$ cat config.mk
export PLATFORM = sky130hd
export DESIGN_NAME = scm_ctrl
export DESIGN_NICKNAME = d
export VERILOG_FILES = /design/src/scm_pkg.sv /design/src/scm_ctrl.sv /design/src/scm_pos_mem.sv
export SDC_FILE = /design/constraint.sdc
export NUM_CORES = 1
export LEC_CHECK = 0
export ABC_AREA = 1
export BUFFER_PORTS_ARGS = -buffer_cell sky130_fd_sc_hd__buf_2
export CAP_MARGIN = 5
export CORE_ASPECT_RATIO = 0.9
export CORE_MARGIN = 3
export CORE_UTILIZATION = 43
export DETAILED_ROUTE_END_ITERATION = 8
export PLACE_DENSITY = 0.71
export SYNTH_ARGS = -nofsm -noshare
export SYNTH_HDL_FRONTEND = slang
export SYNTH_SLANG_ARGS = --single-unit
export TNS_END_PERCENT = 5
$ cat constraint.sdc
create_clock -name pclk -period 7.2 [get_ports pclk]
set_input_delay 1.44 -clock pclk [delete_from_list [all_inputs] [get_ports pclk]]
set_output_delay 1.44 -clock pclk [all_outputs]
set_load 0.01 [all_outputs]
$ cat src/scm_pkg.sv
package scm_pkg;

  ////////////////////////////////////////////////////////////////////////////
  // Timing
  localparam int CLK_NS    = 25;          // 40 MHz system clock
  localparam int TICK_NS   = 1000000;     // Base tick, one millisecond
  localparam int TICK_CYC  = TICK_NS / CLK_NS;
  localparam int INIT_MS   = 12000;       // Servo start-up, 10 to 15 s
  localparam int START_MS  = 3000;        // Delay before gates move
  localparam int FLASH_MS  = 500;         // Half period of lamp flashing
  localparam int BOOT_CYC  = 3;           // Wait for strap synchroniser
  localparam int MS_W      = 14;
  localparam int FL_W      = 9;
  localparam int TK_W      = 16;

  ////////////////////////////////////////////////////////////////////////////
  // Register map, byte addresses
  localparam int AW = 8;
  localparam logic [AW-1:0] A_CTRL  = 8'h00;  // Servo step speed
  localparam logic [AW-1:0] A_PROG  = 8'h04;  // Programming data
  localparam logic [AW-1:0] A_STAT  = 8'h08;  // Mode, polarity, state
  localparam logic [AW-1:0] A_POS   = 8'h0C;  // Position table write
  localparam logic [AW-1:0] A_SEL   = 8'h10;  // Four-position select
  localparam logic [AW-1:0] A_ISTAT = 8'h14;  // Sticky events, W1C
  localparam logic [AW-1:0] A_IMASK = 8'h18;  // Event mask
  localparam logic [AW-1:0] A_SERVO = 8'h1C;  // Present servo positions

  // Fields
  localparam int POS_IDX_LSB = 8;
  localparam int STAT_POL    = 2;
  localparam int STAT_ST_LSB = 3;
  localparam int STAT_PH     = 10;
  localparam logic [7:0] SPEED_RST = 8'h04;

  ////////////////////////////////////////////////////////////////////////////
  // Modes, stored as number minus one
  localparam logic [1:0] MODE_1 = 2'h0;  // Crossing, supplied sensors
  localparam logic [1:0] MODE_2 = 2'h1;  // Crossing, owner detectors
  localparam logic [1:0] MODE_3 = 2'h2;  // Two turnouts
  localparam logic [1:0] MODE_4 = 2'h3;  // Four stored positions
  localparam logic       POL_POS = 1'b1;

  // Detector order on the input cable
  localparam int DET_S1 = 0;
  localparam int DET_H1 = 1;
  localparam int DET_H2 = 2;
  localparam int DET_S2 = 3;

  // Position table: index {servo, position-1}
  localparam logic [1:0] POS_HOME = 2'h0;
  localparam logic [1:0] POS_DOWN = 2'h1;
  localparam logic [63:0] POS_DEF = 64'hA0A0_E020_A0A0_E020;
  localparam logic [7:0] SERVO_RST = 8'h80;

  // Event bits
  localparam int IRQ_W      = 4;
  localparam int IRQ_INIT   = 0;
  localparam int IRQ_XSTART = 1;
  localparam int IRQ_XEND   = 2;
  localparam int IRQ_PROG   = 3;

  typedef enum logic [6:0] {
    ST_BOOT   = 7'h01,
    ST_PMODE  = 7'h02,
    ST_PPOL   = 7'h04,
    ST_INIT   = 7'h08,
    ST_IDLE   = 7'h10,
    ST_ARM    = 7'h20,
    ST_ACTIVE = 7'h40
  } scm_state_t;

endpackage

$ cat src/scm_ctrl.sv
`timescale 1ns/100ps
module scm_ctrl
#(
  parameter int TICK_CYCLES = scm_pkg::TICK_CYC
)
(
  input  wire logic                   pclk,
  input  wire logic                   presetn,
  input  wire logic                   psel,
  input  wire logic                   penable,
  input  wire logic                   pwrite,
  input  wire logic [scm_pkg::AW-1:0] paddr,
  input  wire logic [31:0]            pwdata,
  output logic      [31:0]            prdata,
  output logic                        pready,
  output logic                        pslverr,
  input  wire logic [3:0]             det_pins,
  input  wire logic                   prog_button,
  output logic                        mode_lamp_a,
  output logic                        mode_lamp_b,
  output logic                        crossing_steady_lamp,
  output logic                        crossing_flash_lamp,
  output logic      [7:0]             servo1_pos,
  output logic      [7:0]             servo2_pos,
  output logic                        irq
);
  import scm_pkg::*;

  scm_state_t           state_q;
  scm_state_t           state_d;
  logic [3:0]           det_m_q;
  logic [3:0]           det_s_q;
  logic                 btn_m_q;
  logic                 btn_s_q;
  logic [3:0]           det_act;
  logic                 any_det;
  logic                 any_start;
  logic [1:0]           mode_q;
  logic                 pol_q;
  logic [7:0]           speed_q;
  logic [3:0]           sel_q;
  logic [IRQ_W-1:0]     istat_q;
  logic [IRQ_W-1:0]     imask_q;
  logic [IRQ_W-1:0]     ev;
  logic [TK_W-1:0]      tick_cnt_q;
  logic                 tick;
  logic [MS_W-1:0]      ms_cnt_q;
  logic [FL_W-1:0]      fl_cnt_q;
  logic                 flash_q;
  logic [7:0]           step_cnt_q;
  logic                 step;
  logic [1:0]           boot_q;
  logic                 wr;
  logic                 setup;
  logic                 hit;
  logic                 rd_srv_q;
  logic                 rd_vld_q;
  logic [2:0]           rd_idx;
  logic [7:0]           rd_data;
  logic [1:0]           pos_sel [2];
  logic [7:0]           tgt_q [2];
  logic [7:0]           srv_q [2];
  logic                 init_end;

  ////////////////////////////////////////////////////////////////////////////
  // Pin synchronisers
  always_ff @(posedge pclk or negedge presetn)
  begin
    if (!presetn)
    begin
      det_m_q <= 4'h0;
      det_s_q <= 4'h0;
      btn_m_q <= 1'b0;
      btn_s_q <= 1'b0;
    end
    else
    begin
      det_m_q <= det_pins;
      det_s_q <= det_m_q;
      btn_m_q <= prog_button;
      btn_s_q <= btn_m_q;
    end
  end

  // Polarity applied to the synchronised detectors
  assign det_act   = pol_q ? det_s_q : ~det_s_q;
  assign any_det   = |det_act;
  assign any_start = det_act[DET_S1] | det_act[DET_S2];

  ////////////////////////////////////////////////////////////////////////////
  // Millisecond tick, flasher and servo step enables
  assign tick = (tick_cnt_q == TK_W'(TICK_CYCLES - 1));
  assign step = tick && (step_cnt_q == speed_q);

  always_ff @(posedge pclk or negedge presetn)
  begin
    if (!presetn)
      tick_cnt_q <= '0;
    else if (tick)
      tick_cnt_q <= '0;
    else
      tick_cnt_q <= tick_cnt_q + 1'b1;
  end

  always_ff @(posedge pclk or negedge presetn)
  begin
    if (!presetn)
    begin
      fl_cnt_q <= '0;
      flash_q  <= 1'b0;
    end
    else if (tick)
    begin
      if (fl_cnt_q == FL_W'(FLASH_MS - 1))
      begin
        fl_cnt_q <= '0;
        flash_q  <= ~flash_q;
      end
      else
        fl_cnt_q <= fl_cnt_q + 1'b1;
    end
  end

  always_ff @(posedge pclk or negedge presetn)
  begin
    if (!presetn)
      step_cnt_q <= '0;
    else if (step)
      step_cnt_q <= '0;
    else if (tick)
      step_cnt_q <= step_cnt_q + 1'b1;
  end

  // Time spent in the present state, in milliseconds
  always_ff @(posedge pclk or negedge presetn)
  begin
    if (!presetn)
      ms_cnt_q <= '0;
    else if (state_d != state_q)
      ms_cnt_q <= '0;
    else if (tick)
      ms_cnt_q <= ms_cnt_q + 1'b1;
  end

  // Strap wait after reset release
  always_ff @(posedge pclk or negedge presetn)
  begin
    if (!presetn)
      boot_q <= '0;
    else if (state_q == ST_BOOT)
      boot_q <= boot_q + 1'b1;
  end

  ////////////////////////////////////////////////////////////////////////////
  // APB access decode; zero wait states
  assign pready = 1'b1;
  assign setup  = psel && !penable;
  assign wr     = psel && penable && pwrite;
  assign hit    = (paddr[1:0] == 2'h0) && (paddr <= A_SERVO);
  assign pslverr = psel && penable && !hit;

  ////////////////////////////////////////////////////////////////////////////
  // Operating state
  assign init_end = tick && (ms_cnt_q == MS_W'(INIT_MS - 1));

  always_comb
  begin
    state_d = state_q;
    case (state_q)
      ST_BOOT:
        if (boot_q == 2'(BOOT_CYC))
          state_d = btn_s_q ? ST_PMODE : ST_INIT;
      ST_PMODE:
        if (wr && paddr == A_PROG)
          state_d = ST_PPOL;
      ST_PPOL:
        if (wr && paddr == A_PROG)
          state_d = ST_INIT;
      ST_INIT:
        if (init_end)
        begin
          if (mode_q == MODE_1 && any_det)
            state_d = ST_ACTIVE;
          else
            state_d = ST_IDLE;
        end
      ST_IDLE:
        if ((mode_q == MODE_1 || mode_q == MODE_2) && any_start)
          state_d = ST_ARM;
      ST_ARM:
        if (tick && ms_cnt_q == MS_W'(START_MS - 1))
          state_d = ST_ACTIVE;
      ST_ACTIVE:
        if (!any_det)
          state_d = ST_IDLE;
      default:
        state_d = ST_BOOT;
    endcase
  end

  always_ff @(posedge pclk or negedge presetn)
  begin
    if (!presetn)
      state_q <= ST_BOOT;
    else
      state_q <= state_d;
  end

  // Programmed mode and polarity, factory values at reset
  always_ff @(posedge pclk or negedge presetn)
  begin
    if (!presetn)
    begin
      mode_q <= MODE_1;
      pol_q  <= POL_POS;
    end
    else if (wr && paddr == A_PROG)
    begin
      if (state_q == ST_PMODE)
        mode_q <= pwdata[1:0];
      else if (state_q == ST_PPOL)
        pol_q <= pwdata[0];
    end
  end

  // Software controls
  always_ff @(posedge pclk or negedge presetn)
  begin
    if (!presetn)
    begin
      speed_q <= SPEED_RST;
      sel_q   <= '0;
      imask_q <= '0;
    end
    else if (wr)
    begin
      if (paddr == A_CTRL)
        speed_q <= pwdata[7:0];
      if (paddr == A_SEL)
        sel_q <= pwdata[3:0];
      if (paddr == A_IMASK)
        imask_q <= pwdata[IRQ_W-1:0];
    end
  end

  ////////////////////////////////////////////////////////////////////////////
  // Events; a new event wins over a write-one clear
  always_comb
  begin
    ev = '0;
    ev[IRQ_INIT]   = (state_q == ST_INIT) && (state_d != ST_INIT);
    ev[IRQ_XSTART] = (state_q != ST_ACTIVE) && (state_d == ST_ACTIVE);
    ev[IRQ_XEND]   = (state_q == ST_ACTIVE) && (state_d != ST_ACTIVE);
    ev[IRQ_PROG]   = (state_q == ST_PPOL) && (state_d != ST_PPOL);
  end

  always_ff @(posedge pclk or negedge presetn)
  begin
    if (!presetn)
      istat_q <= '0;
    else if (wr && paddr == A_ISTAT)
      istat_q <= (istat_q & ~pwdata[IRQ_W-1:0]) | ev;
    else
      istat_q <= istat_q | ev;
  end

  assign irq = |(istat_q & imask_q);

  // Read data captured in the setup cycle
  always_ff @(posedge pclk or negedge presetn)
  begin
    if (!presetn)
      prdata <= '0;
    else if (setup)
    begin
      prdata <= '0;
      case (paddr)
        A_CTRL:  prdata[7:0] <= speed_q;
        A_STAT:  prdata[STAT_PH:0] <= {state_q == ST_PPOL, state_q,
                                       pol_q, mode_q};
        A_SEL:   prdata[3:0] <= sel_q;
        A_ISTAT: prdata[IRQ_W-1:0] <= istat_q;
        A_IMASK: prdata[IRQ_W-1:0] <= imask_q;
        A_SERVO: prdata[15:0] <= {srv_q[1], srv_q[0]};
        default: prdata <= '0;
      endcase
    end
  end

  ////////////////////////////////////////////////////////////////////////////
  // Position table, read alternately for each servo
  scm_pos_mem u_mem
  (
    .pclk    (pclk),
    .presetn (presetn),
    .wr_en   (wr && paddr == A_POS),
    .wr_idx  (pwdata[POS_IDX_LSB +: 3]),
    .wr_data (pwdata[7:0]),
    .rd_idx  (rd_idx),
    .rd_data (rd_data)
  );

  assign rd_idx = {~rd_srv_q, pos_sel[~rd_srv_q]};

  always_ff @(posedge pclk or negedge presetn)
  begin
    if (!presetn)
    begin
      rd_srv_q <= 1'b0;
      rd_vld_q <= 1'b0;
    end
    else
    begin
      rd_srv_q <= ~rd_srv_q;
      rd_vld_q <= 1'b1;
    end
  end

  ////////////////////////////////////////////////////////////////////////////
  // Per-servo position choice and slewing
  genvar gs;
  generate
    for (gs = 0; gs < 2; gs++)
    begin : g_srv
      always_comb
      begin
        pos_sel[gs] = POS_HOME;
        if (state_q == ST_ACTIVE)
          pos_sel[gs] = POS_DOWN;
        else if (state_q == ST_IDLE && mode_q == MODE_3)
          pos_sel[gs] = det_act[gs ? DET_S2 : DET_S1] ? POS_DOWN : POS_HOME;
        else if (state_q == ST_IDLE && mode_q == MODE_4)
          pos_sel[gs] = sel_q[gs*2 +: 2];
      end

      always_ff @(posedge pclk or negedge presetn)
      begin
        if (!presetn)
          tgt_q[gs] <= SERVO_RST;
        else if (rd_vld_q && rd_srv_q == 1'(gs))
          tgt_q[gs] <= rd_data;
      end

      // One step toward the target per speed period
      always_ff @(posedge pclk or negedge presetn)
      begin
        if (!presetn)
          srv_q[gs] <= SERVO_RST;
        else if (step && srv_q[gs] < tgt_q[gs])
          srv_q[gs] <= srv_q[gs] + 1'b1;
        else if (step && srv_q[gs] > tgt_q[gs])
          srv_q[gs] <= srv_q[gs] - 1'b1;
      end
    end
  endgenerate

  assign servo1_pos = srv_q[0];
  assign servo2_pos = srv_q[1];

  ////////////////////////////////////////////////////////////////////////////
  // Lamps
  always_ff @(posedge pclk or negedge presetn)
  begin
    if (!presetn)
    begin
      mode_lamp_a          <= 1'b0;
      mode_lamp_b          <= 1'b0;
      crossing_steady_lamp <= 1'b0;
      crossing_flash_lamp  <= 1'b0;
    end
    else
    begin
      crossing_steady_lamp <= (state_q == ST_ACTIVE);
      crossing_flash_lamp  <= (state_q == ST_ACTIVE) && flash_q;
      if (state_q == ST_PMODE || state_q == ST_PPOL)
      begin
        mode_lamp_a <= flash_q;
        mode_lamp_b <= flash_q;
      end
      else if (state_q == ST_ACTIVE)
      begin
        mode_lamp_a <= flash_q;
        mode_lamp_b <= 1'b1;
      end
      else
      begin
        mode_lamp_a <= (mode_q == MODE_1) || (mode_q == MODE_3);
        mode_lamp_b <= (mode_q == MODE_1) || (mode_q == MODE_2);
      end
    end
  end

  ////////////////////////////////////////////////////////////////////////////
  // Checks
  property p_lamp_mode;
    @(posedge pclk) disable iff (!presetn)
    state_q == ST_IDLE |=> mode_lamp_a == ($past(mode_q) == MODE_1 ||
      $past(mode_q) == MODE_3) && mode_lamp_b ==
      ($past(mode_q) == MODE_1 || $past(mode_q) == MODE_2);
  endproperty
  a_lamp_mode: assert property (p_lamp_mode)
    else $error("mode lamps do not match mode");

  property p_factory;
    @(posedge pclk) disable iff (!presetn)
    state_q == ST_BOOT |-> mode_q == MODE_1 && pol_q == POL_POS;
  endproperty
  a_factory: assert property (p_factory)
    else $error("factory mode or polarity wrong");

  property p_init_len;
    @(posedge pclk) disable iff (!presetn)
    $past(state_q) == ST_INIT && state_q != ST_INIT |->
      $past(ms_cnt_q) == MS_W'(INIT_MS - 1) && $past(tick);
  endproperty
  a_init_len: assert property (p_init_len)
    else $error("start-up phase length wrong");

  property p_prog_mode;
    @(posedge pclk) disable iff (!presetn)
    state_q == ST_PMODE && wr && paddr == A_PROG |=>
      state_q == ST_PPOL && mode_q == $past(pwdata[1:0]);
  endproperty
  a_prog_mode: assert property (p_prog_mode)
    else $error("mode phase not taken");

  property p_polarity;
    @(posedge pclk) disable iff (!presetn)
    $stable(pol_q) && $past(presetn, 2) |->
      det_act == (pol_q ? $past(det_pins, 2) : ~$past(det_pins, 2));
  endproperty
  a_polarity: assert property (p_polarity)
    else $error("detector polarity wrong");

  property p_boot_event;
    @(posedge pclk) disable iff (!presetn)
    init_end && state_q == ST_INIT && mode_q == MODE_1 && any_det |=>
      state_q == ST_ACTIVE ##1 mode_lamp_b && crossing_steady_lamp;
  endproperty
  a_boot_event: assert property (p_boot_event)
    else $error("no crossing event at power-up");

  property p_prog_lamps;
    @(posedge pclk) disable iff (!presetn)
    state_q == ST_PMODE |=> mode_lamp_a == $past(flash_q) &&
      mode_lamp_b == $past(flash_q);
  endproperty
  a_prog_lamps: assert property (p_prog_lamps)
    else $error("stored mode shown in programming");

  property p_arm;
    @(posedge pclk) disable iff (!presetn)
    state_q == ST_IDLE && (mode_q == MODE_1 || mode_q == MODE_2) &&
      any_start |=> state_q == ST_ARM;
  endproperty
  a_arm: assert property (p_arm)
    else $error("start detector ignored");

  property p_delay;
    @(posedge pclk) disable iff (!presetn)
    $past(state_q) == ST_ARM && state_q != ST_ARM |->
      state_q == ST_ACTIVE && $past(ms_cnt_q) == MS_W'(START_MS - 1);
  endproperty
  a_delay: assert property (p_delay)
    else $error("gate delay wrong");

  property p_release;
    @(posedge pclk) disable iff (!presetn)
    state_q == ST_ACTIVE && !any_det |=>
      state_q == ST_IDLE ##1 !crossing_flash_lamp && !crossing_steady_lamp;
  endproperty
  a_release: assert property (p_release)
    else $error("crossing did not end");

  property p_slew;
    @(posedge pclk) disable iff (!presetn)
    srv_q[0] != $past(srv_q[0]) |-> $past(step);
  endproperty
  a_slew: assert property (p_slew)
    else $error("servo moved off a step");

endmodule

$ cat src/scm_pos_mem.sv
`timescale 1ns/100ps
module scm_pos_mem
(
  input  wire logic       pclk,
  input  wire logic       presetn,
  input  wire logic       wr_en,
  input  wire logic [2:0] wr_idx,
  input  wire logic [7:0] wr_data,
  input  wire logic [2:0] rd_idx,
  output logic      [7:0] rd_data
);
  import scm_pkg::*;

  logic [7:0] mem_q [8];

  ////////////////////////////////////////////////////////////////////////////
  // One stored position per entry, loaded with defaults at reset
  genvar gi;
  generate
    for (gi = 0; gi < 8; gi++)
    begin : g_ent
      always_ff @(posedge pclk or negedge presetn)
      begin
        if (!presetn)
          mem_q[gi] <= POS_DEF[gi*8 +: 8];
        else if (wr_en && wr_idx == 3'(gi))
          mem_q[gi] <= wr_data;
      end
    end
  endgenerate

  // Registered read port
  always_ff @(posedge pclk or negedge presetn)
  begin
    if (!presetn)
      rd_data <= SERVO_RST;
    else
      rd_data <= mem_q[rd_idx];
  end

endmodule

# Word-level counts from Yosys, hierarchy flattened
# Cells that the tools add are included.
# totals
word_cells	200
memories	0
register_bits	216
mem_bits_rw	0
latch_bits	0
rom_bits	0
# op_classes
n_reduce_logical	55
add_sub_neg	9
n_bitwise	12
mux	44
magnitude_cmp	7
n_eq_ne	36
multipliers	0
div_mod_pow	0
shift	0
# ops
operator	n
2-to-1 mux 8 bit	8
2-to-1 mux 7 bit	8
case mux 7 bit (7 select lines)	1
logical AND 1 bit	34
equality test 8 x 5 -> 1 bit, second input constant	4
2-to-1 mux 14 bit	2
adder 8 x 1 -> 8 bit, second input constant	3
binary-select mux 8 bit (select 3 bit)	1
case mux 4 bit (6 select lines)	1
2-to-1 mux 2 bit	9
adder 16 x 1 -> 16 bit, second input constant	1
equality test 16 bit, second input constant	1
equality test 8 x 4 -> 1 bit, second input constant	2
> comparator 8 bit	2
< comparator 8 bit	2
2-to-1 mux 16 bit	1
subtractor 8 x 1 -> 8 bit, second input constant	2
adder 14 x 1 -> 14 bit, second input constant	1
equality test 14 x 12 -> 1 bit, second input constant	1
equality test 14 bit, second input constant	1
equality test 7 bit, second input constant	2
inequality test 7 bit, second input constant	2
equality test 3 bit, second input constant	4
2-to-1 mux 4 bit	3
42 further kinds	67

# Logic depth before layout (Yosys ltp)
# Gate-level depths: netlist of run 1.
# logic_depth
ltp_word	12
depth_mapped	19
mapped_depth_nobuf	19

# Hierarchy
# A second synthesis of run 1 with hierarchy kept.
# unflattened
cells_unflattened	1506
hier_area_um2	11662.4
# modules_own_cells
module	n_inst	seq_area_each_um2	area_each_um2	cells_per_inst
scm_ctrl	1	3612.2	8251.7	1059
scm_pos_mem	1	1823.0	3410.8	447

# Least setup slack after synthesis of run 1
# No wires, ideal clock.
# synth_path
path_type	input -> output
from	input port paddr[5] in the netlist's numbering
to	output port pslverr
path_slack_ps	3750
stages	4
arrival_ps	2010
path_cell_list	nor2_1 nand2_1 o311ai_0 inv_1
# synth_via
elab_chain_cells	4
# synth_rtl
item	line_no	rtl
start, declared	scm_ctrl.sv:12	input wire logic [scm_pkg::AW-1:0] paddr,
<= comparator 8 x 5 -> 1 bit	scm_ctrl.sv:159	assign hit = (paddr[1:0] == 2'h0) && (paddr <= A_SERVO);
logical AND 1 bit	scm_ctrl.sv:159	
logical NOT 1 bit	scm_ctrl.sv:160	assign pslverr = psel && penable && !hit;
logical AND 1 bit	scm_ctrl.sv:160	
end, declared	scm_ctrl.sv:16	output logic pslverr,
# Every way passes these cells.

# Worst setup path after layout of run 1
# Ends and elaborated chain as after synthesis.

==> results of run 1 <==
-- cell families after synthesis --
logic type / after synthesis / share of synthesized area
flip-flops: 216 / 0.473
AND/OR/NAND/NOR: 648 / 0.248
buffers and inverters: 281 / 0.107
other: 2 / 0.000653
XOR/XNOR: 32 / 0.0244
adder cells (fa/ha/maj): 36 / 0.0405
AO/OA/AOI/OAI: 224 / 0.106
-- per-stage QoR --
stage / hold slack [ps] / setup WS, ps / area (sq um)
2_1_floorplan: 331 / 3750 / 11600
3_3_place_gp: 333 / 3510 / 12000
3_5_place_dp: 339 / 3490 / 12000
4_1_cts: 353 / 3490 / 12900
5_1_grt: 353 / 3350 / 12900
6_report: 349 / 3480 / 12900
-- critical path: stages --
cell and delay (ps):
buf_2 90, nor2_1 130, nand2_1 100, o311ai_0 300
inv_1 70, buf_2 150
-- power by group through the flow --
stage	registers, mW	logic [mW]	clock network (mW)
5_1_grt	1.26	0.222	1.46
3_3_place_gp	1.28	0.194	0
4_1_cts	1.25	0.198	1.41
3_5_place_dp	1.28	0.198	0
6_report	1.26	0.196	1.38
2_1_floorplan	1.27	0.135	0
-- registers in the layout, summed over array words and instances (netlist names), 2 cells and up --
name,cells
imask_q,4
tick_cnt_q,16
boot_q,2
fl_cnt_q,9
state_q,7
tgt_q,16
servo1_pos,8
u_mem.rd_data,8
mode_q,2
speed_q,8
u_mem.mem_q,64
step_cnt_q,8
det_m_q,4
prdata,16
servo2_pos,8
ms_cnt_q,14
istat_q,4
sel_q,4
det_s_q,4
-- routing by layer --
layer  up-vias  wire (microns)  global-route usage
met1      4489           12700               0.275
met5         -               0                   0
met2       242           12500               0.298
met3        43            1520              0.0273
li1       4688               -                   -
met4         0             654              0.0549
-- placed cells by master, fill, tap and decap left out, drive strengths merged, types with 3 or more instances in the layout --
| cell type | Yosys | final |
|---|---|---|
| a211oi | 3 | 3 |
| a21oi | 45 | 45 |
| buf | 44 | 70 |
| bufinv | 0 | 6 |
| clkbuf | 13 | 30 |
| clkinv | 2 | 9 |
| conb | 2 | 18 |
| dfrtp | 192 | 192 |
| dfstp | 24 | 24 |
| ha | 34 | 34 |
| inv | 222 | 222 |
| nand2 | 370 | 370 |
| nand3 | 127 | 127 |
| nand4 | 24 | 24 |
| nor2 | 87 | 87 |
| nor3 | 23 | 23 |
| nor4 | 7 | 7 |
| o2111ai | 4 | 4 |
| o21a | 3 | 3 |
| o21ai | 149 | 149 |
| o22ai | 6 | 6 |
| or2 | 5 | 5 |
| xnor2 | 7 | 7 |
| xor2 | 25 | 25 |
-- final cells by class --
type	count	area [sq um]	area share
Sequential cell	216	5440	0.422
Clock inverter	14	234	0.0182
Clock buffer	30	663	0.0515
Multi-Input combinational cell	958	4890	0.380
Timing Repair Buffer	70	370	0.0288
Inverter	224	842	0.0654
Tap cell	348	435	0.0338
-- how the worst max path moves through the flow --
stage	to	cells after the start	slack, ps	startpoint
after detailed placement	pslverr	6	3490	paddr[5]
after global routing	pslverr	6	3350	paddr[5]
final	pslverr	6	3480	paddr[5]
after floorplan	pslverr	4	3750	paddr[5]
after global placement	pslverr	6	3510	paddr[5]
after CTS	pslverr	6	3490	paddr[5]
==> results.md, run 1 <==
* CTS root buf: clkbuf_16
* Post-synthesis register bit count at 216
* CTS H-tree depth at 1
* Hold WC Path Type: reg -> reg
* Worst endpoint required time at 5760 ps
* Peak VDD IR at 0.130 mV
* Final Skew at 25.7 ps
* FMAX at 269 MHz
* Ports at 105
* 1st-pass router iterations at 5
* Kind of critical path: in -> out
* Final Cycle Share at 0.516
* Max Cap Viol at 0
* Synth warn at 0
* Vias in the first global route at 8833
* GPL Wtd Cong at 0.915
* Initial Utilization at 0.439
* Die Ht at 161 microns
* Fillers at 2493
* First-pass GRT wire length at 44.9 mm
* Most used DFF post-synth: dfrtp_1
* Dpl hpwl at 19.2 mm
* Number of diodes at 0
* Synthesis-to-layout area growth at 11.9%
* Final setup TNS at 0 ps
* Ranking of synthesized cells by area: dfrtp_1 (42%), nand2_1 (12%), inv_1 (7.0%)
* Fin. max-slew vios at 0
* PwrDens at 220 mW/mm^2
* Fin nets at 1580
* Routed len/inst at 14.7 microns
* Sw Share at 0.238
* Critical R2R Capture: servo2_pos[7]
* Port Buf Inserts at 66
* Most common cell in the netlist: nand2_1
* Via Count at 9462
* # DRC at 0
* R2R setup slack at 3730 ps
* Pwr Total at 2.83 mW
* EDFF count, synth at 0
* Total global routing overflow at 0
* Final Non-Filler Cells at 1860
* Outcome: finished clean
* Post-Syn Area per Cell at 7.99 sq um
* Internal power at 2.16 mW
* Die Width at 178 microns
* First DRT Iteration DRCs at 780
* Hold Startpoint: det_m_q[2]
* Asr flop ratio synth at 1.00
* Post-CTS Hold Fix Bufs at 0
* Vias per cell at 5.09
* Hold depth at 0
* Sequential fraction of the synthesis area at 0.473
* RR Startpoint: tick_cnt_q[0]
* Hold endpoint: det_s_q[2]
* Share of power burned in the clock network at 0.488
* Register share of total power at 0.443
* Max transition margin at 0.456
* RSZ-0062 raised after global routing: false
* CP Max Fanout at 2
* R2R depth at 16
* Top cell type's share of synthesized area at 0.418
* Cell Area, Synth at 0.0115 sq mm
* Post-CTS setup buffer count at 0
* Number of placed instances, taps included at 1816
* Least-Margin Pin Slew at 816 ps
* DRT antenna net count at 0
* Die ar. at 0.0287 sq mm
* Longest Clk Path Bufs at 3
* Share of cells above drive strength 1 at 0.124
* Core area at 0.0262 sq mm
* Setup-failing EPs final at 0
* Clock sinks at 216
* Row count at 56
* CTS tree: yes
* Synth area leader: dfrtp_1
* Startpoint Class: input port
* Final Util at 0.491
* Largest net degree at the start of global routing at 112
* Post-layout min period at 3720 ps
* Total CTS buffers at 24
* Netlist cell types at 52
* Initial antenna violation count at 0
* Crit path DAT at 2280 ps
* All-layer global routing usage at 0.190
* Resized cells post-CTS at 0
* Clock transition at the registers of the reported paths at 60 ps
* Mapped Cells at 1439
* Synth cell count leaders: nand2_1 (359), inv_1 (215), dfrtp_1 (192)
* Hold Violations, Final at 0
* Clock latency on the worst-skew pair at 530 ps
* Switching power at 0.675 mW
* Gate power share at 0.069
* Critical Path Sink Type: output port
* Static Leak at 6.29 nW
* Routed wire length at 27.4 mm
Note: power is estimated with default switching activity, not from simulation.
==> inputs of run 2 (changes only) <==
==> constraint.sdc (replaced) <==
create_clock -name pclk -period 3.7 [get_ports pclk]
set_input_delay 0.74 -clock pclk [delete_from_list [all_inputs] [get_ports pclk]]
set_output_delay 0.74 -clock pclk [all_outputs]
set_load 0.01 [all_outputs]
==> run 2 against run 1 <==
Compared with the run above:
- cell count increased by 0.38%
- critical endpoint is now servo2_pos[7]
- non-clock buffer count grew 5
- total power rose by 86%
- cell area down 0.21%
- highest routed layer unchanged
- clock skew decreased by 10 ps
- critical path depth grew 10
- clock power rose by 76%
- combinational power rose by 97%
==> results.md, run 2 (same netlist as run 1, synthesis figures left out) <==
* Kind of critical path: reg -> reg (was in -> out)
* Fillers at 2479 (was 2493)
* Post-CTS setup buffer count at 0 (unchanged)
* Critical Path Sink Type: flip-flop (was output port)
* Crit path DAT at 3720 ps (was 2280 ps)
* Most frequent cells in the layout: nand2_1 (359), inv_1 (215), dfrtp_1 (192) (unchanged)
* Gate power share at 0.074 (was 0.069)
* Total global routing overflow at 0 (unchanged)
* Startpoint Class: flip-flop (was input port)
* Core area at 0.0262 sq mm (unchanged)
* Max reg flops at 64 (unchanged)
* Die Width at 178 microns (unchanged)
* Switching power at 1.29 mW (was 0.675 mW)
* Reg with most FFs: u_mem.mem_q (unchanged)
* Initial Utilization at 0.439 (unchanged)
* Fin. max-slew vios at 0 (unchanged)
* Resized cells post-CTS at 0 (unchanged)
* First-pass GRT wire length at 45.3 mm (was 44.9 mm)
* Outcome: finished clean (unchanged)
* First DRT Iteration DRCs at 799 (was 780)
* Final Cycle Share at 0.881
* Routed len/inst at 14.6 microns (was 14.7 microns)
* GPL Wtd Cong at 0.867 (was 0.915)
* DRT antenna net count at 0 (unchanged)
* Static Leak at 6.28 nW (was 6.29 nW)
* Ports at 105 (unchanged)
* Row count at 56 (unchanged)
* R2R setup slack at 440 ps (was 3730 ps)
* Dpl hpwl at 19.4 mm (was 19.2 mm)
* Largest net degree at the start of global routing at 87 (was 112)
* Most common cell after layout, fill and taps aside: nand2_1 (unchanged)
* Vias per cell at 5.08 (was 5.09)
* Internal power at 3.97 mW (was 2.16 mW)
* Synthesis-to-layout area growth at 11.7% (was 11.9%)
* Final setup TNS at 0 ps (unchanged)
* Routed wire length at 27.3 mm (was 27.4 mm)
* Sw Share at 0.246 (was 0.238)
* Final Util at 0.490 (was 0.491)
* Least-Margin Pin Slew at 690 ps (was 816 ps)
* Max stage delay on crit path at 450 ps (was 300 ps)
* Vias in the first global route at 8999 (was 8833)
* Total CTS buffers at 25 (was 24)
* Setup-failing EPs final at 0 (unchanged)
* Hold WC Path Type: in -> async (was reg -> reg)
* Clock transition at the registers of the reported paths at 60 ps (about the same)
* RSZ-0062 raised after global routing: false (unchanged)
* Initial antenna violation count at 0 (unchanged)
* 1st-pass router iterations at 5 (unchanged)
* Cell chain of the critical path: ha_1, nand3_1, nor2_1, nand2_2, clkinv_2, nand3_2, inv_1, nand3_1, ha_1, a21oi_1, nand2_1, a21oi_1, o21bai_1, nand3_1, nand2_1, nand2_1 (was buf_2, nor2_1, nand2_1, o311ai_0, inv_1, buf_2)
* # DRC at 0 (unchanged)
* Max transition margin at 0.540 (was 0.456)
* Fin nets at 1586 (was 1580)
* Post-layout min period at 3260 ps
* Die Ht at 161 microns (unchanged)
* Worst endpoint required time at 4160 ps (was 5760 ps)
* All-layer global routing usage at 0.192 (was 0.190)
* Number of diodes at 0 (unchanged)
* Port Buf Inserts at 66 (unchanged)
* Hold Violations, Final at 0 (unchanged)
* Register share of total power at 0.464 (was 0.443)
* WP buf/inv at 2 (was 3)
* CP Max Fanout at 9 (was 2)
* CTS H-tree depth at 1 (unchanged)
* CP max-delay cell: ha_1 (was o311ai_0)
* CTS root buf: clkbuf_16 (unchanged)
* Clock sinks at 216 (unchanged)
* Max Cap Viol at 0 (unchanged)
* CTS tree: yes (unchanged)
* Die ar. at 0.0287 sq mm (unchanged)
* Clock latency on the worst-skew pair at 520 ps (was 530 ps)
* Peak VDD IR at 0.282 mV (was 0.130 mV)
* PwrDens at 410 mW/mm^2 (was 220 mW/mm^2)
* Final Skew at 15.4 ps (was 25.7 ps)
* Share of power burned in the clock network at 0.462 (was 0.488)
* FMAX at 307 MHz
* Longest Clk Path Bufs at 3 (unchanged)
* Share of cells above drive strength 1 at 0.126 (was 0.124)
* Top Family by Delay on Critical Path: simple AND/OR/NAND/NOR gates (was buffers and inverters)
* Post-CTS Hold Fix Bufs at 0 (unchanged)
* Via Count at 9490 (was 9462)
-- run 2: cell count changes in the layout (fill, tap and decap cells not counted), sizes merged --
cell      previous run  this run
clkinv               9         7
inv                222       223
clkbuf              30        37
bufinv               6         1
buf                 70        75
clkinvlp             1         2
-- run 2: path summary, 6_finish.rpt --
check,cells past startpoint,start,end
min,1,presetn,servo2_pos[5]
max in group asynchronous,2,presetn,state_q[0]
min in group pclk,1,det_pins[3],det_m_q[3]
max,16,tick_cnt_q[0],servo2_pos[7]
max reg2reg,16,tick_cnt_q[0],servo2_pos[7]
min reg2reg,0,det_m_q[1],det_s_q[1]
-- run 2: power by group through the flow --
stage | registers [mW] | clock network [mW] | logic [mW]
floorplan | 2.48 | 0 | 0.262
global placement | 2.48 | 0 | 0.377
global route | 2.45 | 2.59 | 0.441
finish | 2.44 | 2.43 | 0.387
detailed placement | 2.48 | 0 | 0.386
CTS | 2.44 | 2.49 | 0.390
-- run 2: layer usage --
layer,vias to the layer above,part of all wire,global-route usage
met1,4459,0.47,0.284
met3,50,0.058,0.0221
met4,0,0.031,0.0609
met2,266,0.44,0.296
li1,4715,-,-
met5,-,0,0
-- run 2: worst reg2reg max path, delay by kind of cell (launching register included) --
| family | cells | cell delay, ps |
|---|---|---|
| and+or+nand+nor | 9 | 1290 |
| adders and majority gates | 2 | 650 |
| buffers and inverters | 2 | 290 |
| DFF | 1 | 400 |
| AOI/OAI and AO/OA | 3 | 560 |
-- run 2: per-stage QoR --
| step | cell area (sq um) | hold slack (ps) | setup slack, ps | std cells | power [mW] |
|---|---|---|---|---|---|
| CTS | 12800 | 232 | 446 | 1867 | 5.32 |
| global placement | 12000 | 334 | 506 | 1821 | 2.86 |
| detailed placement | 12000 | 335 | 453 | 1821 | 2.87 |
| floorplan | 11600 | 331 | 1000 | 1455 | 2.74 |
| finish | 12800 | 202 | 439 | 1867 | 5.26 |
| global route | 12800 | 267 | 13.1 | 1867 | 5.48 |
-- run 2: cell type report --
class / instances / area, sq um / area share
sequential: 216 / 5440 / 0.423
multi-input combinational: 958 / 4890 / 0.381
inverter: 224 / 842 / 0.0656
clock buffer: 37 / 741 / 0.0577
tap: 348 / 435 / 0.0339
timing repair buffer: 75 / 420 / 0.0327
clock inverter: 9 / 78.8 / 0.00614
==> inputs of run 3 (changes only) <==
--- a/config.mk
+++ b/config.mk
@@ -7,10 +7,10 @@
 export LEC_CHECK = 0
 export ABC_AREA = 1
 export BUFFER_PORTS_ARGS = -buffer_cell sky130_fd_sc_hd__buf_2
-export CAP_MARGIN = 5
 export CORE_ASPECT_RATIO = 0.9
 export CORE_MARGIN = 3
 export CORE_UTILIZATION = 43
+export CTS_BUF_LIST = sky130_fd_sc_hd__clkbuf_16
 export DETAILED_ROUTE_END_ITERATION = 8
 export PLACE_DENSITY = 0.71
 export SYNTH_ARGS = -nofsm -noshare
==> run 3 against run 2 <==
Compared with the run above:
- register-to-register slack is essentially flat
- largest power group unchanged
- first-iteration DRC count shrank 3.0%
- global-route usage is essentially flat
- cell count is the same
- clock power shrank 7%
- setup slack lost 0.88 ps
- via count shrank 0.54%
==> results.md, run 3 (same netlist as run 1, synthesis figures left out) <==
* Internal power at 3.81 mW (was 3.97 mW)
* Share of cells above drive strength 1 at 0.121 (was 0.126)
* Fin nets at 1586 (unchanged)
* DRT antenna net count at 0 (unchanged)
* Dpl hpwl at 19.4 mm (unchanged)
* Gr busiest metal: met2 (unchanged)
* Routed len/inst at 14.7 microns (was 14.6 microns)
* CTS root buf: clkbuf_16 (unchanged)
* R2R depth at 16 (unchanged)
* Final Skew at 17.6 ps (was 15.4 ps)
* Final setup TNS at 0 ps (unchanged)
* Routed wire length at 27.4 mm (was 27.3 mm)
* Clock latency on the worst-skew pair at 530 ps (was 520 ps)
* Sw Share at 0.253 (was 0.246)
* Hold Violations, Final at 0 (unchanged)
* CP Max Fanout at 9 (unchanged)
* Row count at 56 (unchanged)
* Most common cell after layout, fill and taps aside: nand2_1 (unchanged)
* CP Launch Point: tick_cnt_q[0] (unchanged)
* All-layer global routing usage at 0.192 (about the same)
* Fin area at 0.0128 sq mm (about the same)
* Placed inst area at 0.0120 sq mm (unchanged)
* Post-CTS setup buffer count at 0 (unchanged)
* Total CTS buffers at 25 (unchanged)
* Die Width at 178 microns (unchanged)
* Critical Path Sink Type: flip-flop (unchanged)
* Initial antenna violation count at 0 (unchanged)
* Total global routing overflow at 0 (unchanged)
* Clock sinks at 216 (unchanged)
* # DRC at 0 (unchanged)
* Outcome: finished clean (unchanged)
* Ports at 105 (unchanged)
* Post-layout min period at 3260 ps (about the same)
* Routing usage on met2 at 0.298 (was 0.296)
* Via Count at 9439 (was 9490)
* CTS tree: yes (unchanged)
* Register share of total power at 0.479 (was 0.464)
* Die ar. at 0.0287 sq mm (unchanged)
* Post-CTS Hold Fix Bufs at 0 (unchanged)
* Startpoint Class: flip-flop (unchanged)
* 1st-pass router iterations at 5 (unchanged)
* Crit path DAT at 3720 ps (about the same)
* Core area at 0.0262 sq mm (unchanged)
* First DRT Iteration DRCs at 775 (was 799)
* Peak VDD IR at 0.283 mV (was 0.282 mV)
* Static Leak at 6.26 nW (was 6.28 nW)
* GPL Wtd Cong at 0.867 (unchanged)
* Longest Clk Path Bufs at 3 (unchanged)
* First-pass GRT wire length at 45.4 mm (was 45.3 mm)
* Number of diodes at 0 (unchanged)
* Least-Margin Pin Slew at 682 ps (was 690 ps)
* Kind of critical path: reg -> reg (unchanged)
* Reg with most FFs: u_mem.mem_q (unchanged)
* PwrDens at 399 mW/mm^2 (was 410 mW/mm^2)
* Resized cells post-CTS at 0 (unchanged)
* Vias in the first global route at 9004 (was 8999)
* Max transition margin at 0.545 (was 0.540)
* FMAX at 307 MHz (about the same)
* Port Buf Inserts at 66 (unchanged)
* Most frequent cells in the layout: nand2_1 (359), inv_1 (220), dfrtp_1 (192) (was nand2_1 (359), inv_1 (215), dfrtp_1 (192))
* Final Cycle Share at 0.882 (was 0.881)
* Met3 Use GR at 0.0221 (unchanged)
* Initial Utilization at 0.439 (unchanged)
* Max reg flops at 64 (unchanged)
* RSZ-0062 raised after global routing: false (unchanged)
* Number of placed instances, taps included at 1821 (unchanged)
* CTS H-tree depth at 1 (unchanged)
* Switching power at 1.29 mW (about the same)
* Worst endpoint required time at 4160 ps (about the same)
* RR Startpoint: tick_cnt_q[0] (unchanged)
* Largest net degree at the start of global routing at 87 (unchanged)
* Hold WC Path Type: in -> async (unchanged)
* Final Non-Filler Cells at 1867 (unchanged)
* Vias per cell at 5.06 (was 5.08)
* Share of power burned in the clock network at 0.445 (was 0.462)
* Clock transition at the registers of the reported paths at 60 ps (about the same)
* Die Ht at 161 microns (unchanged)
* Synthesis-to-layout area growth at 11.1% (was 11.7%)
* GR Layer Usage met1 at 0.283 (was 0.284)
* Gate power share at 0.076 (was 0.074)
* Setup-failing EPs final at 0 (unchanged)
* Max Cap Viol at 0 (unchanged)
* Fin. max-slew vios at 0 (unchanged)
-- run 3: cell types whose count changed in the layout (fill, tap and decap cells not counted), sizes merged --
cell,before,now
clkbuf,37,25
clkinv,7,14
inv,223,228
-- run 3: final timing paths --
path / slack (ps) / end
max: 440 / servo2_pos[7]
min: 220 / servo2_pos[5]
max reg2reg: 440 / servo2_pos[7]
min reg2reg: 350 / btn_s_q
max in group asynchronous: 2520 / state_q[0]
min in group pclk: 330 / det_m_q[3]
-- run 3: per-layer routing --
metal,share of wire,wire length [microns]
met2,0.44,12100
met5,0,0
met1,0.47,12900
met3,0.055,1500
met4,0.029,793
-- run 3: layout make-up --
type                    count  area (sq um)
inverters                 224           842
repair buffers             75           420
flip-flops and latches    216          5440
well taps                 348           435
clock inverters            21           124
fillers                  2483         13400
clock buffers              25           626
multi-input cells         958          4890
-- run 3: power by group through the flow --
| stage | logic [mW] | clock network, mW | registers [mW] |
|---|---|---|---|
| after CTS | 0.390 | 2.32 | 2.44 |
| after global routing | 0.441 | 2.43 | 2.45 |
| final | 0.386 | 2.27 | 2.44 |
| after global placement | 0.377 | 0 | 2.48 |
| after floorplan | 0.262 | 0 | 2.48 |
| after detailed placement | 0.386 | 0 | 2.48 |
-- run 3: stage by stage --
| step | hold WS (ps) | power [mW] | setup slack, ps | utilization |
|---|---|---|---|---|
| after floorplan | 331 | 2.74 | 1000 | - |
| after global placement | 334 | 2.86 | 506 | 0.459 |
| after detailed placement | 335 | 2.87 | 453 | 0.459 |
| after CTS | 234 | 5.15 | 446 | 0.487 |
| after global routing | 266 | 5.31 | 13.1 | 0.487 |
| final | 216 | 5.10 | 438 | 0.487 |
-- run 3: critical path, cell delays in order, from the launching register on --
cell      delay [ps]
dfrtp_1          400
ha_1             200
nand3_1          190
nor2_1           180
nand2_2          160
clkinv_2          90
nand3_2          130
inv_1            210
nand3_1          290
ha_1             450
a21oi_1          190
nand2_1          120
a21oi_1          210
o21bai_1         160
nand3_1           90
nand2_1           60
nand2_1           50
